$ cat src/adc_port_pkg.sv
package adc_port_pkg;

  // ****************************************
  // Word and field sizes
  // ****************************************
  localparam int RESULT_W = 12;
  localparam int SHIFT_W  = 16;
  localparam int CMD_W    = 8;
  localparam int BITS_W   = 5;
  localparam int CONV_W   = 6;

  // ****************************************
  // Transfer length codes and values
  // ****************************************
  localparam logic [1:0] LEN_CODE_8  = 2'h0;
  localparam logic [1:0] LEN_CODE_12 = 2'h1;
  localparam logic [1:0] LEN_CODE_16 = 2'h2;
  localparam logic [BITS_W-1:0] LEN_8  = 5'h08;
  localparam logic [BITS_W-1:0] LEN_12 = 5'h0C;
  localparam logic [BITS_W-1:0] LEN_16 = 5'h10;

  // ****************************************
  // Timing counts
  // ****************************************
  localparam logic [BITS_W-1:0] SAMPLE_START_BIT = 5'h04;
  localparam logic [CONV_W-1:0] CONV_CYCLES      = 6'h34;

  // ****************************************
  // Reset values
  // ****************************************
  localparam logic [RESULT_W-1:0] RESULT_RST = 12'h000;
  localparam logic [CMD_W-1:0]    CMD_RST    = 8'h00;

endpackage

$ cat src/pin_sync.sv
`timescale 1ns/10ps

// ****************************************
// Three-stage pin synchroniser
// ****************************************
module pin_sync #(
  parameter logic RST_VAL = 1'b0
) (
  input  wire logic ref_clk_i,
  input  wire logic rst_n_i,
  input  wire logic pin_i,
  output logic      level_o
);

  logic s1_reg;
  logic s2_reg;
  logic s3_reg;
  logic level_reg;
  logic level_next;

  // New level only once stages two and three agree
  always_comb
  begin
    level_next = level_reg;
    if (s2_reg == s3_reg)
    begin
      level_next = s3_reg;
    end
  end

  always_ff @(posedge ref_clk_i or negedge rst_n_i)
  begin
    if (!rst_n_i)
    begin
      s1_reg    <= RST_VAL;
      s2_reg    <= RST_VAL;
      s3_reg    <= RST_VAL;
      level_reg <= RST_VAL;
    end
    else
    begin
      s1_reg    <= pin_i;
      s2_reg    <= s1_reg;
      s3_reg    <= s2_reg;
      level_reg <= level_next;
    end
  end

  assign level_o = level_reg;

endmodule // pin_sync

$ cat src/adc_serial_sample_port.sv
// Contract
// - Shared lines are fine; each device answers only while selected.
// - Sampling of the positive input starts at the fourth shift clock.
// - Sampling lasts to the last falling edge: 8th, 12th or 16th clock.
// - At the end of sampling the input is held and conversion starts; the code ignores start_conv while an earlier conversion is still in CONV_RUN.
// - The sample window grows with clock period and word length.
// - While select is high all shift-clock activity is ignored.
// - Data change on the falling edge and are taken on the rising edge.
// - Each conversion takes fifty-two conversion-clock cycles.
`timescale 1ns/10ps

module adc_serial_sample_port (
  input  wire logic                           ref_clk_i,
  input  wire logic                           rst_n_i,
  input  wire logic                           cs_n_i,
  input  wire logic                           sclk_i,
  input  wire logic                           din_i,
  input  wire logic                           aclk_i,
  input  wire logic [1:0]                     word_len_i,
  input  wire logic                           msb_first_i,
  input  wire logic [adc_port_pkg::RESULT_W-1:0] conv_data_i,
  output logic                                dout_o,
  output logic                                dout_oe_o,
  output logic                                sample_o,
  output logic                                hold_o,
  output logic [adc_port_pkg::CMD_W-1:0]      cmd_o,
  output logic [adc_port_pkg::RESULT_W-1:0]   result_o,
  output logic                                result_valid_o
);

  typedef enum logic [1:0] {XFER_IDLE, XFER_SHIFT, XFER_DONE} xfer_t;
  typedef enum logic {CONV_IDLE, CONV_RUN} conv_t;

  // ****************************************
  // Pin sampling
  // ****************************************
  logic cs_n_lvl;
  logic sclk_lvl;
  logic din_lvl;
  logic aclk_lvl;
  logic sclk_prev_reg;
  logic aclk_prev_reg;

  pin_sync #(.RST_VAL(1'b1)) u_cs (.ref_clk_i(ref_clk_i), .rst_n_i(rst_n_i),
    .pin_i(cs_n_i), .level_o(cs_n_lvl));
  pin_sync #(.RST_VAL(1'b0)) u_sclk (.ref_clk_i(ref_clk_i), .rst_n_i(rst_n_i),
    .pin_i(sclk_i), .level_o(sclk_lvl));
  pin_sync #(.RST_VAL(1'b0)) u_din (.ref_clk_i(ref_clk_i), .rst_n_i(rst_n_i),
    .pin_i(din_i), .level_o(din_lvl));
  pin_sync #(.RST_VAL(1'b0)) u_aclk (.ref_clk_i(ref_clk_i), .rst_n_i(rst_n_i),
    .pin_i(aclk_i), .level_o(aclk_lvl));

  logic sclk_rise;
  logic sclk_fall;
  logic aclk_rise;
  assign sclk_rise = sclk_lvl & ~sclk_prev_reg;
  assign sclk_fall = ~sclk_lvl & sclk_prev_reg;
  assign aclk_rise = aclk_lvl & ~aclk_prev_reg;

  // ****************************************
  // Serial transfer
  // ****************************************
  xfer_t                              xfer_reg;
  xfer_t                              xfer_next;
  logic [adc_port_pkg::BITS_W-1:0]    bit_cnt_reg;
  logic [adc_port_pkg::BITS_W-1:0]    bit_cnt_next;
  logic [adc_port_pkg::BITS_W-1:0]    len_reg;
  logic [adc_port_pkg::BITS_W-1:0]    len_next;
  logic                               msb_reg;
  logic                               msb_next;
  logic [adc_port_pkg::SHIFT_W-1:0]   sh_reg;
  logic [adc_port_pkg::SHIFT_W-1:0]   sh_next;
  logic [adc_port_pkg::CMD_W-1:0]     cmd_reg;
  logic [adc_port_pkg::CMD_W-1:0]     cmd_next;
  logic                               dout_reg;
  logic                               dout_next;
  logic                               oe_reg;
  logic                               oe_next;
  logic                               sample_reg;
  logic                               sample_next;
  logic                               start_conv;
  logic [adc_port_pkg::SHIFT_W-1:0]   sh_load;
  logic [adc_port_pkg::RESULT_W-1:0]  result_reg;

  function automatic logic [adc_port_pkg::BITS_W-1:0] len_of(
    input logic [1:0] code);
    unique case (code)
      adc_port_pkg::LEN_CODE_8:  len_of = adc_port_pkg::LEN_8;
      adc_port_pkg::LEN_CODE_12: len_of = adc_port_pkg::LEN_12;
      default:                   len_of = adc_port_pkg::LEN_16;
    endcase
  endfunction

  always_comb
  begin
    xfer_next    = xfer_reg;
    bit_cnt_next = bit_cnt_reg;
    len_next     = len_reg;
    msb_next     = msb_reg;
    sh_next      = sh_reg;
    cmd_next     = cmd_reg;
    dout_next    = dout_reg;
    oe_next      = oe_reg;
    sample_next  = sample_reg;
    start_conv   = 1'b0;
    // Unused tail of a 16-bit word shifts out as zeros
    sh_load = msb_first_i ? {result_reg, 4'h0} : {4'h0, result_reg};
    // select high
    // Aborted transfers start no conversion
    if (cs_n_lvl)
    begin
      xfer_next    = XFER_IDLE;
      bit_cnt_next = '0;
      oe_next      = 1'b0;
      sample_next  = 1'b0;
    end
    else
    begin
      unique case (xfer_reg)
        XFER_IDLE:
        begin
          xfer_next    = XFER_SHIFT;
          oe_next      = 1'b1;
          len_next     = len_of(word_len_i);
          msb_next     = msb_first_i;
          sh_next      = sh_load;
          dout_next    = msb_first_i ? sh_load[adc_port_pkg::SHIFT_W-1]
                                     : sh_load[0];
          bit_cnt_next = '0;
        end
        XFER_SHIFT:
        begin
          if (sclk_rise)
          begin
            cmd_next     = {cmd_reg[adc_port_pkg::CMD_W-2:0], din_lvl};
            bit_cnt_next = bit_cnt_reg + 5'h01;
            if (bit_cnt_next == adc_port_pkg::SAMPLE_START_BIT)
            begin
              sample_next = 1'b1;
            end
          end
          else if (sclk_fall)
          begin
            if (bit_cnt_reg == len_reg)
            begin
              sample_next = 1'b0;
              start_conv  = 1'b1;
              xfer_next   = XFER_DONE;
            end
            else
            begin
              sh_next   = msb_reg ? (sh_reg << 1) : (sh_reg >> 1);
              dout_next = msb_reg ? sh_next[adc_port_pkg::SHIFT_W-1]
                                  : sh_next[0];
            end
          end
        end
        XFER_DONE:
        begin
          // Extra clocks past the word are ignored
          xfer_next = XFER_DONE;
        end
      endcase
    end
  end

  always_ff @(posedge ref_clk_i or negedge rst_n_i)
  begin
    if (!rst_n_i)
    begin
      xfer_reg      <= XFER_IDLE;
      bit_cnt_reg   <= '0;
      len_reg       <= adc_port_pkg::LEN_12;
      msb_reg       <= 1'b1;
      sh_reg        <= '0;
      cmd_reg       <= adc_port_pkg::CMD_RST;
      dout_reg      <= 1'b0;
      oe_reg        <= 1'b0;
      sample_reg    <= 1'b0;
      sclk_prev_reg <= 1'b0;
      aclk_prev_reg <= 1'b0;
    end
    else
    begin
      xfer_reg      <= xfer_next;
      bit_cnt_reg   <= bit_cnt_next;
      len_reg       <= len_next;
      msb_reg       <= msb_next;
      sh_reg        <= sh_next;
      cmd_reg       <= cmd_next;
      dout_reg      <= dout_next;
      oe_reg        <= oe_next;
      sample_reg    <= sample_next;
      sclk_prev_reg <= sclk_lvl;
      aclk_prev_reg <= aclk_lvl;
    end
  end

  // ****************************************
  // Conversion timing
  // ****************************************
  conv_t                           conv_reg;
  conv_t                           conv_next;
  logic [adc_port_pkg::CONV_W-1:0] conv_cnt_reg;
  logic [adc_port_pkg::CONV_W-1:0] conv_cnt_next;
  logic [adc_port_pkg::RESULT_W-1:0] result_next;
  logic                            valid_reg;
  logic                            valid_next;

  always_comb
  begin
    conv_next     = conv_reg;
    conv_cnt_next = conv_cnt_reg;
    result_next   = result_reg;
    valid_next    = 1'b0;
    unique case (conv_reg)
      CONV_IDLE:
      begin
        if (start_conv)
        begin
          conv_next     = CONV_RUN;
          conv_cnt_next = '0;
        end
      end
      CONV_RUN:
      begin
        if (aclk_rise)
        begin
          conv_cnt_next = conv_cnt_reg + 6'h01;
          if (conv_cnt_next == adc_port_pkg::CONV_CYCLES)
          begin
            conv_next   = CONV_IDLE;
            result_next = conv_data_i;
            valid_next  = 1'b1;
          end
        end
      end
    endcase
  end

  always_ff @(posedge ref_clk_i or negedge rst_n_i)
  begin
    if (!rst_n_i)
    begin
      conv_reg     <= CONV_IDLE;
      conv_cnt_reg <= '0;
      result_reg   <= adc_port_pkg::RESULT_RST;
      valid_reg    <= 1'b0;
    end
    else
    begin
      conv_reg     <= conv_next;
      conv_cnt_reg <= conv_cnt_next;
      result_reg   <= result_next;
      valid_reg    <= valid_next;
    end
  end

  assign dout_o         = dout_reg;
  assign dout_oe_o      = oe_reg;
  assign sample_o       = sample_reg;
  assign hold_o         = (conv_reg == CONV_RUN);
  assign cmd_o          = cmd_reg;
  assign result_o       = result_reg;
  assign result_valid_o = valid_reg;
endmodule // adc_serial_sample_port

$ cat config.mk
export PLATFORM = sky130hd
export DESIGN_NAME = adc_serial_sample_port
export DESIGN_NICKNAME = d
export VERILOG_FILES = /design/src/adc_port_pkg.sv /design/src/pin_sync.sv /design/src/adc_serial_sample_port.sv
export SDC_FILE = /design/constraint.sdc
export NUM_CORES = 1
export LEC_CHECK = 0
export ABC_CLOCK_PERIOD_IN_PS = 2100
export BUFFER_PORTS_ARGS = -buffer_cell sky130_fd_sc_hd__clkbuf_2
export CAP_MARGIN = 25
export CORE_ASPECT_RATIO = 1.1
export CORE_MARGIN = 2
export CORE_UTILIZATION = 45
export DETAILED_ROUTE_END_ITERATION = 7
export PLACE_DENSITY = 0.63
export SETUP_SLACK_MARGIN = 0.02
export SLEW_MARGIN = 40
export SYNTH_ARGS = -nofsm -noshare
export SYNTH_HDL_FRONTEND = slang
export SYNTH_SLANG_ARGS = --single-unit
$ cat constraint.sdc
create_clock -name ref_clk_i -period 2.1 [get_ports ref_clk_i]
set_input_delay 0.105 -clock ref_clk_i [delete_from_list [all_inputs] [get_ports ref_clk_i]]
set_output_delay 0.105 -clock ref_clk_i [all_outputs]
set_load 0.01 [all_outputs]
==> results.yml, run 1 <==
status:
  status: "completed"
drt:
  drc_errors: 0
  drt_iter0_drc: 60
  ant_nets: 0
  vias: 2392
  routed_wl_mm: 6.73
  routed_via_density: 5.09
  firstDrtPassIters: 4
  wire_per_inst_um: 14.3
grt:
  antenna_found_initial: 0
  grt_first_pass_wirelength_mm: 11.4
  grt_util_all_layers_pct: 17.2
  grt_overflow: 0
  grt_max_degree: 42
  grt_pass1_vias: 2400
setup_path:
  crit_required_ps: 2330
  crit_path_cell_trace: "ha_1, nand3_1, xor2_1, a2111oi_4, buf_12, mux2_2"
  regToRegSetupSlack_ps: 120
  r2r-start: "conv_cnt_reg[1]"
  critPathKind: "flip-flop to flip-flop"
  worstPathArrival_ps: 2220
  critPathMaxFanout: 14
  r2r_end: "result_o[2]"
  cpMaxStageDelayCell: "dfrtp_2"
  path_delay_family: "flip-flops"
  cp_slowest_stage_delay_ps: 430
  rr_worst_depth: 6
  cp-start-kind: "flip-flop"
  path_buf_inv: 1
  cp-end-kind: "flip-flop"
timing:
  finalMaxSlewViolations: 0
  tns_ps: 0
  setup_viol: 0
  rsz0062_at_grt: "false"
  fin_crit_sh_pct: 94.5
  max_freq_ghz: 0.504
  min_period_ps: 1980
  tightestPinTransition_ps: 542
  fin_skew_ps: 11.2
  slew_headroom_pct: 63.7
  hold_violations: 0
floorplan:
  ios: 46
  die-area_sq_um: 8530
  rows: 33
  die_w_um: 88.2
  core_area_sq_um: 7510
  die_y_um: 96.6
  start_util_pct: 46.7
worst_hold_path:
  hp-start: "conv_data_i[6]"
  hold_class: "primary input to flip-flop"
  hold_depth: 2
  min_to: "result_o[6]"
cts:
  cts_tree: "done"
  cts-root-buf: "clkbuf_8"
  insertion_delay_ps: 350
  numCtsBuffers: 9
  clkSinkCount: 76
  clockBufferDepth: 2
  htree_levels: 3
  clk_pin_slew_worst_paths_ps: 80
finish:
  finalNetCount: 389
  largest_reg_flops: 16
  syn_to_final_growth_pct: 23.2
  layout_common_cells: "dfrtp_1 (68), mux2_2 (45), clkbuf_2 (44)"
  stdcell_count: 470
  final_cell_area_sq_um: 4330
  drive_gt1_share_pct: 36.7
  final_common_cell: "dfrtp_1"
  fill_cells: 664
  diodes: 0
  final_util_pct: 57.6
placed_design:
  gp_congestion: 0.782
  portBuffers: 45
  dp_hpwl_mm: 4.52
  dp_cells: 435
  dpl_cell_area_sq_um: 3940
synthesis:
  netlist_area_sq_um: 3510
  synth_cells: 286
  synth_seq_cells: 76
  syn_nets: 315
  syn_avg_cell_area_sq_um: 12.3
  yosys_warnings: 0
  synthArstFlopShare_pct: 100
  synth-main-ff-cell: "dfrtp_1"
  ys_types: 41
  synth_edf_count: 0
  synth-seq-area-share_pct: 54.4
flow_run:
  maxCapViolCount: 0
power_and_ir_drop:
  ir_worst_vdd_uv: 504
  leakage_uw: 0.00203
  power_density_nw_per_um2: 1010
## Yosys cell counts, types with 2 or more instances
library cell	count	area [sq um]
buf_1	3	11.3
nor2b_1	11	68.8
nor2_1	9	33.8
a21oi_1	11	55.1
a22o_1	6	52.6
nand3b_1	3	22.5
nand2b_1	4	25.0
dfrtp_1	69	1730
xor2_1	3	26.3
mux2i_1	11	110
maj3_1	4	40.0
o211ai_1	3	22.5
clkbuf_1	7	26.3
xnor2_1	3	26.3
dfstp_2	7	184
o21ai_0	15	75.1
a211oi_1	9	67.6
mux2_2	45	507
nand3_1	7	35.0
nand2_1	16	60.1
ha_1	8	100
or3_2	2	15.0
inv_1	12	45.0
## where the power goes
group / leakage [uW] / total [uW] / internal, uW / switching, uW
clock: 0.0000958 / 1120 / 554 / 568
sequential: 0.000984 / 1960 / 1730 / 228
combinational: 0.000946 / 1290 / 662 / 630
## how the worst max path moves through the flow
stage	startpoint	endpoint	slack (ps)	depth (start not counted)
after floorplan	xfer_reg[1]	sh_reg[0]	80	7
after global placement	conv_cnt_reg[1]	result_o[5]	120	5
after detailed placement	conv_cnt_reg[1]	result_o[11]	80	5
after CTS	conv_cnt_reg[1]	result_o[6]	70	5
after global routing	conv_cnt_reg[0]	result_o[6]	40	5
final	conv_cnt_reg[1]	result_o[2]	120	6
## worst register-to-register path, stage by stage, from the launching register on
cell	delay, ps
dfrtp_2	430
ha_1	220
nand3_1	150
xor2_1	190
a2111oi_4	350
buf_12	200
mux2_2	340
## layer usage
layer  wire, um  track usage (%)  vias up  share of wire, %
met5          0                0        -                 0
met4        103             7.58        0               1.5
met3        259             4.44        9               3.8
met2       3090             24.1       47                46
met1       3280             25.1     1164                49
li1           -                -     1172                 -
## area by class of cell
| type | count | area [sq um] | share of cell area [%] |
|---|---|---|---|
| Sequential cell | 76 | 1910 | 44.2 |
| Multi-Input combinational cell | 186 | 1500 | 34.7 |
| Timing Repair Buffer | 75 | 536 | 12.4 |
| Tap cell | 105 | 131 | 3.04 |
| Clock buffer | 9 | 124 | 2.86 |
| Clock inverter | 7 | 76.3 | 1.76 |
| Inverter | 12 | 45.0 | 1.04 |
## kinds of logic after synthesis
family                     Yosys count  synth area share [%]
DFF                                 76                  54.4
adders and majority gates           12                  3.99
xor gates and xnor gates             6                  1.50
AOI/OAI and AO/OA                   52                  10.4
buffers and inverters               24                  2.82
muxes                               56                  17.6
and+or+nand+nor                     60                  9.30
## per-stage QoR
stage                     hold slack, ps  worst slack [ps]  total power, uW
after floorplan                     -191              78.7             2840
after global placement               104               122             3230
after detailed placement             102              84.3             3260
after CTS                           1.87              69.1             4410
after global routing                2.72              40.3             4670
final                               9.78               116             4370
## timing repair
item / CTS / global route
setup endpoints to repair: 0 / 12
buffers inserted: 0 / 1
resized for setup: 0 / 1
hold endpoints to repair: 49 / 0
hold buffers: 18 / 0
Note: power is estimated with default switching activity, not from simulation.
==> inputs of run 2 (changes only) <==
Settings changed: ABC_AREA set to 1.
==> run 2 against run 1 <==
Net effect: sequential power grew 5%; worst setup slack gained 230 ps; sequential cell count is the same; clock skew is essentially flat; synthesized area grew 4.4%; design area grew 1.6%; hold slack is essentially flat; count of clock-buffer cells in the layout grew 1; clock power grew 12%.
==> results.yml, run 2 <==
finish:
  final_util_pct: 55.6
  layout_common_cells: "nand2_1 (137), dfrtp_1 (69), inv_1 (50)"
  diodes: 0
  drive_gt1_share_pct: 18.3
  seq_area_sq_um: 1910
  finalNetCount: 521
  largest_reg_flops: 16
  multiInputGateArea_sq_um: 1470
  final_common_cell: "nand2_1"
  syn_to_final_growth_pct: 19.9
  fill_cells: 767
grt:
  grt_pass1_vias: 2939
  grt_overflow: 0
  grt_util_all_layers_pct: 18.9
  grt_max_degree: 48
  grt_first_pass_wirelength_mm: 13.7
  antenna_found_initial: 0
floorplan:
  rows: 34
  die_w_um: 90.0
  core_area_sq_um: 7910
  start_util_pct: 46.3
  die-area_sq_um: 8880
  die_y_um: 98.6
  ios: 46
synthesis:
  synth_seq_cells: 76
  yosysMostFrequentCell: "nand2_1"
  syn_nets: 456
  synth_area_leaders: "dfrtp_1 (47%), nand2_1 (14%), nand3_1 (5.7%)"
  synth-seq-area-share_pct: 52.1
  yosys_warnings: 0
  synth_top_area_share_pct: 47.1
  synthArstFlopShare_pct: 100
  synth_cells: 427
  syn_avg_cell_area_sq_um: 8.58
  synth_commonest_cells: "nand2_1 (137), dfrtp_1 (69), inv_1 (50)"
  netlist_area_sq_um: 3660
  synth_largest_area_cell: "dfrtp_1"
  synth_edf_count: 0
  synth-main-ff-cell: "dfrtp_1"
  ys_types: 30
timing:
  finalMaxSlewViolations: 0
  hold_violations: 0
  slew_headroom_pct: 60.0
  rsz0062_at_grt: "false"
  fin_crit_sh_pct: 83.6
  tns_ps: 0
  min_period_ps: 1750
  setup_viol: 0
  max_freq_ghz: 0.570
  tightestPinTransition_ps: 600
  fin_skew_ps: 11.4
setup_path:
  critPathKind: "flip-flop to flip-flop"
  critPathMaxFanout: 14
  cp-end-kind: "flip-flop"
  crit_required_ps: 2340
  cp-start-kind: "flip-flop"
  worstPathArrival_ps: 2000
drt:
  firstDrtPassIters: 6
  routed_via_density: 5.03
  ant_nets: 0
  drt_iter0_drc: 248
  routed_wl_mm: 7.77
  drc_errors: 0
  wire_per_inst_um: 12.8
  vias: 3043
power_and_ir_drop:
  power_density_nw_per_um2: 1080
  leakage_uw: 0.00229
  ir_worst_vdd_uv: 544
flow_run:
  maxCapViolCount: 0
cts:
  cts-root-buf: "clkbuf_8"
  cts_tree: "done"
  clk_pin_slew_worst_paths_ps: 90
  insertion_delay_ps: 350
  clkSinkCount: 76
  postCtsSetupBuffers: 0
  numCtsBuffers: 9
  clockBufferDepth: 2
  htree_levels: 3
placed_design:
  gp_congestion: 0.820
  portBuffers: 45
  dp_hpwl_mm: 5.32
worst_hold_path:
  hold_class: "primary input to flip-flop"
status:
  status: "completed"
-- run 2: cell types whose count changed after synthesis, sizes merged, moves of 9 or more --
cell	change
a211oi	-9
nand3	+37
nor2	+9
mux2	-45
nor2b	-11
o21ai	+9
nand4	+12
inv	+40
mux2i	-11
nand2	+125
-- run 2: cell type report --
| class | count | area share [%] |
|---|---|---|
| timing repair buffer | 69 | 10.6 |
| clock buffer | 10 | 2.90 |
| sequential | 76 | 43.5 |
| tap | 108 | 3.07 |
| inverter | 52 | 4.44 |
| multi-input combinational | 284 | 33.4 |
| clock inverter | 6 | 2.16 |
-- run 2: kinds of logic (layout without fill, tap and decap cells) --
logic type,count (synthesis),after routing,share of synthesized area [%]
AO/OA/AOI/OAI,47,47,7.51
XOR/XNOR,6,6,1.95
adder cells (fa/ha/maj),12,12,3.82
buffers and inverters,67,137,7.85
flip-flops,76,76,52.1
AND/OR/NAND/NOR,219,219,26.7
-- run 2: metrics by stage --
step	worst slack, ps	hold WS [ps]	area (sq um)	std cells	power, uW
6_report	345	9.92	4400	605	4750
5_1_grt	152	46.4	4400	605	5130
4_1_cts	348	5.89	4400	605	4790
3_5_place_dp	388	160	3990	571	3500
3_3_place_gp	377	158	3990	571	3470
2_1_floorplan	577	-191	3660	427	3130
-- run 2: path summary, 6_finish.rpt --
kind | start | to | slack (ps) | cells past startpoint
worst max-delay path | conv_cnt_reg[0] | result_o[9] | 350 | 7
worst min-delay path | word_len_i[1] | len_reg[2] | 10 | 4
worst max register to register | conv_cnt_reg[0] | result_o[9] | 350 | 7
worst min register to register | u_din.s1_reg | u_din.s2_reg | 350 | 0
max in group asynchronous | rst_n_i | u_cs.s1_reg | 1160 | 3
min in group asynchronous | rst_n_i | cmd_o[1] | 300 | 2
-- run 2: power by group --
| part | total (uW) | internal [uW] | switching, uW |
|---|---|---|---|
| clock network | 1250 | 682 | 564 |
| logic | 1450 | 538 | 908 |
| registers | 2060 | 1800 | 259 |
-- run 2: timing repair --
action                    4_1_cts  5_1_grt
hold endpoints to repair       57        0
hold buffers                   18        0
resized for setup               0        0
-- run 2: critical path: stages (launching register included) --
cell and delay (ps):
dfrtp_1 440, ha_1 240, xor2_1 140, nand2_1 90, nor2_2 330, nand3_4 230, nand2_1 130, nand2_1 50
-- run 2: routing by layer --
layer  vias up  GRT usage (%)  wire length [um]
met3        13           3.59               410
li1       1507              -                 -
met4         0           7.93               133
met2        92           29.8              3660
met1      1431           26.0              3570
met5         -              0                 0
==> inputs of run 3 (changes only) <==
Settings changed: ABC_CLOCK_PERIOD_IN_PS 2100 to 1400.
Clock period 2.1 ns to 1.4 ns, I/O delays scaled along.
==> run 3 against run 2 <==
Net effect: the run now ends with setup timing left; critical path depth increased by 1; via count rose by 11%; core utilization rose by 13 points; largest power group is now combinational logic; highest routed layer unchanged.
==> results.yml, run 3 (synthesis gave the netlist of run 2 again) <==
timing:
  slew_headroom_pct: 73.4
  max_freq_ghz: 0.648
  rsz0062_at_grt: "true"
  fin_crit_sh_pct: 110
  tightestPinTransition_ps: 400
  finalMaxSlewViolations: 0
  hold_violations: 0
  fin_skew_ps: 9.70
  min_period_ps: 1540
  setup_viol: 51
  setup_ws_ps: -143
drt:
  routed_via_density: 5.06
  drc_errors: 0
  routed_wl_mm: 9.58
  drt_iter0_drc: 187
  ant_nets: 0
  wire_per_inst_um: 14.3
  firstDrtPassIters: 5
  vias: 3389
finish:
  final_common_cell: "nand2_1"
  largest_reg_flops: 16
  layout_common_cells: "nand2_1 (118), dfrtp_1 (68), buf_4 (46)"
  final_util_pct: 68.8
  syn_to_final_growth_pct: 48.7
  finalNetCount: 586
  fill_cells: 626
  drive_gt1_share_pct: 42.2
  diodes: 0
grt:
  grt_util_all_layers_pct: 21.4
  antenna_found_initial: 0
  grt_overflow: 0
  grt_first_pass_wirelength_mm: 15.4
  grt_max_degree: 77
  grt_pass1_vias: 3164
status:
  violations: "setup timing"
  status: "finished with violations"
floorplan:
  rows: 34
  core_area_sq_um: 7910
  ios: 46
  die_w_um: 90.0
  die-area_sq_um: 8880
  die_y_um: 98.6
  start_util_pct: 46.3
power_and_ir_drop:
  power_density_nw_per_um2: 1590
  ir_worst_vdd_uv: 724
  leakage_uw: 0.00271
  power.total_uw: 8690
setup_path:
  regToRegSetupSlack_ps: -140
  crit_required_ps: 1650
  critPathKind: "flip-flop to flip-flop"
  cp-start-kind: "flip-flop"
  r2r-start: "conv_cnt_reg[1]"
  worstPathArrival_ps: 1790
  critPathMaxFanout: 7
  cp-end-kind: "flip-flop"
  worstSetupStartpoint: "conv_cnt_reg[1]"
placed_design:
  gp_congestion: 0.844
  portBuffers: 45
  dp_hpwl_mm: 5.56
cts:
  cts-root-buf: "clkbuf_8"
  numCtsBuffers: 9
  htree_levels: 3
  clk_pin_slew_worst_paths_ps: 90
  insertion_delay_ps: 360
  clockBufferDepth: 2
  clkSinkCount: 76
  cts_tree: "done"
worst_hold_path:
  hold_class: "primary input to async pin"
flow_run:
  maxCapViolCount: 0
run 3: changes by cell type in the layout (fill, tap and decap cells not counted), moves of 7 or more:
cell	previous run	this run
buf_6	0	15
nand3_2	1	26
o21ai_0	24	14
o221ai_2	0	7
nand3_1	42	15
nand2_1	137	118
nand2_2	2	17
o221ai_1	8	1
buf_4	6	46
run 3: final timing paths:
path | endpoint | depth (start not counted)
max in group asynchronous | u_cs.s2_reg | 3
min in group ref_clk_i | u_cs.s1_reg | 2
worst max register to register | result_o[7] | 8
worst max-delay path | result_o[7] | 8
worst min register to register | u_sclk.s2_reg | 0
worst min-delay path | bit_cnt_reg[3] | 3
run 3: cell type report:
class | instances | area, sq um | share of cell area (%)
clock buffers | 10 | 128 | 2.34
inverters | 52 | 205 | 3.77
clock inverters | 6 | 65.1 | 1.19
repair buffers | 131 | 1060 | 19.5
multi-input cells | 287 | 1940 | 35.7
flip-flops and latches | 76 | 1910 | 35.1
well taps | 108 | 135 | 2.48
run 3: metal layers:
metal | vias up | part of all wire, % | track usage [%]
met4 | 0 | 2.0 | 8.76
met3 | 19 | 4.3 | 3.98
met5 | - | 0 | 0
li1 | 1646 | - | -
met2 | 93 | 50 | 32.9
met1 | 1631 | 44 | 30.1
run 3: through the flow:
| stage | setup TNS (ps) | std cells | instance area (sq um) | worst slack [ps] | hold WS, ps |
|---|---|---|---|---|---|
| final | -3420 | 670 | 5450 | -143 | 281 |
| after global placement | -2320 | 611 | 4400 | -133 | 124 |
| after global routing | -8560 | 670 | 5450 | -246 | 307 |
| after floorplan | -908 | 427 | 3760 | -57.0 | -226 |
| after CTS | -1800 | 656 | 5020 | -76.2 | 278 |
| after detailed placement | -3620 | 611 | 4400 | -181 | 121 |
run 3: timing repair:
action / in CTS / in global routing
endpoints found under the hold margin: 87 / 0
gates cloned: 1 / 4
resized for setup: 40 / 68
endpoints found under the setup margin: 51 / 57
hold buffers: 20 / 0
setup buffers: 8 / 12
pin swaps: 16 / 34
run 3: power breakdown:
group | leakage [uW] | total (uW) | internal [uW] | switching (uW)
clock | 0.0000962 | 1680 | 824 | 853
combinational | 0.00172 | 3960 | 1840 | 2120
sequential | 0.000899 | 3050 | 2700 | 347
total | 0.00271 | 8690 | 5360 | 3320
run 3: critical path, cell delays in order, from the launching register on:
cell,delay [ps]
dfrtp_1,420
ha_4,180
nand3_4,80
xor2_2,160
nor2_2,160
buf_4,140
nand3_4,130
nand2_1,100
nand2_1,50
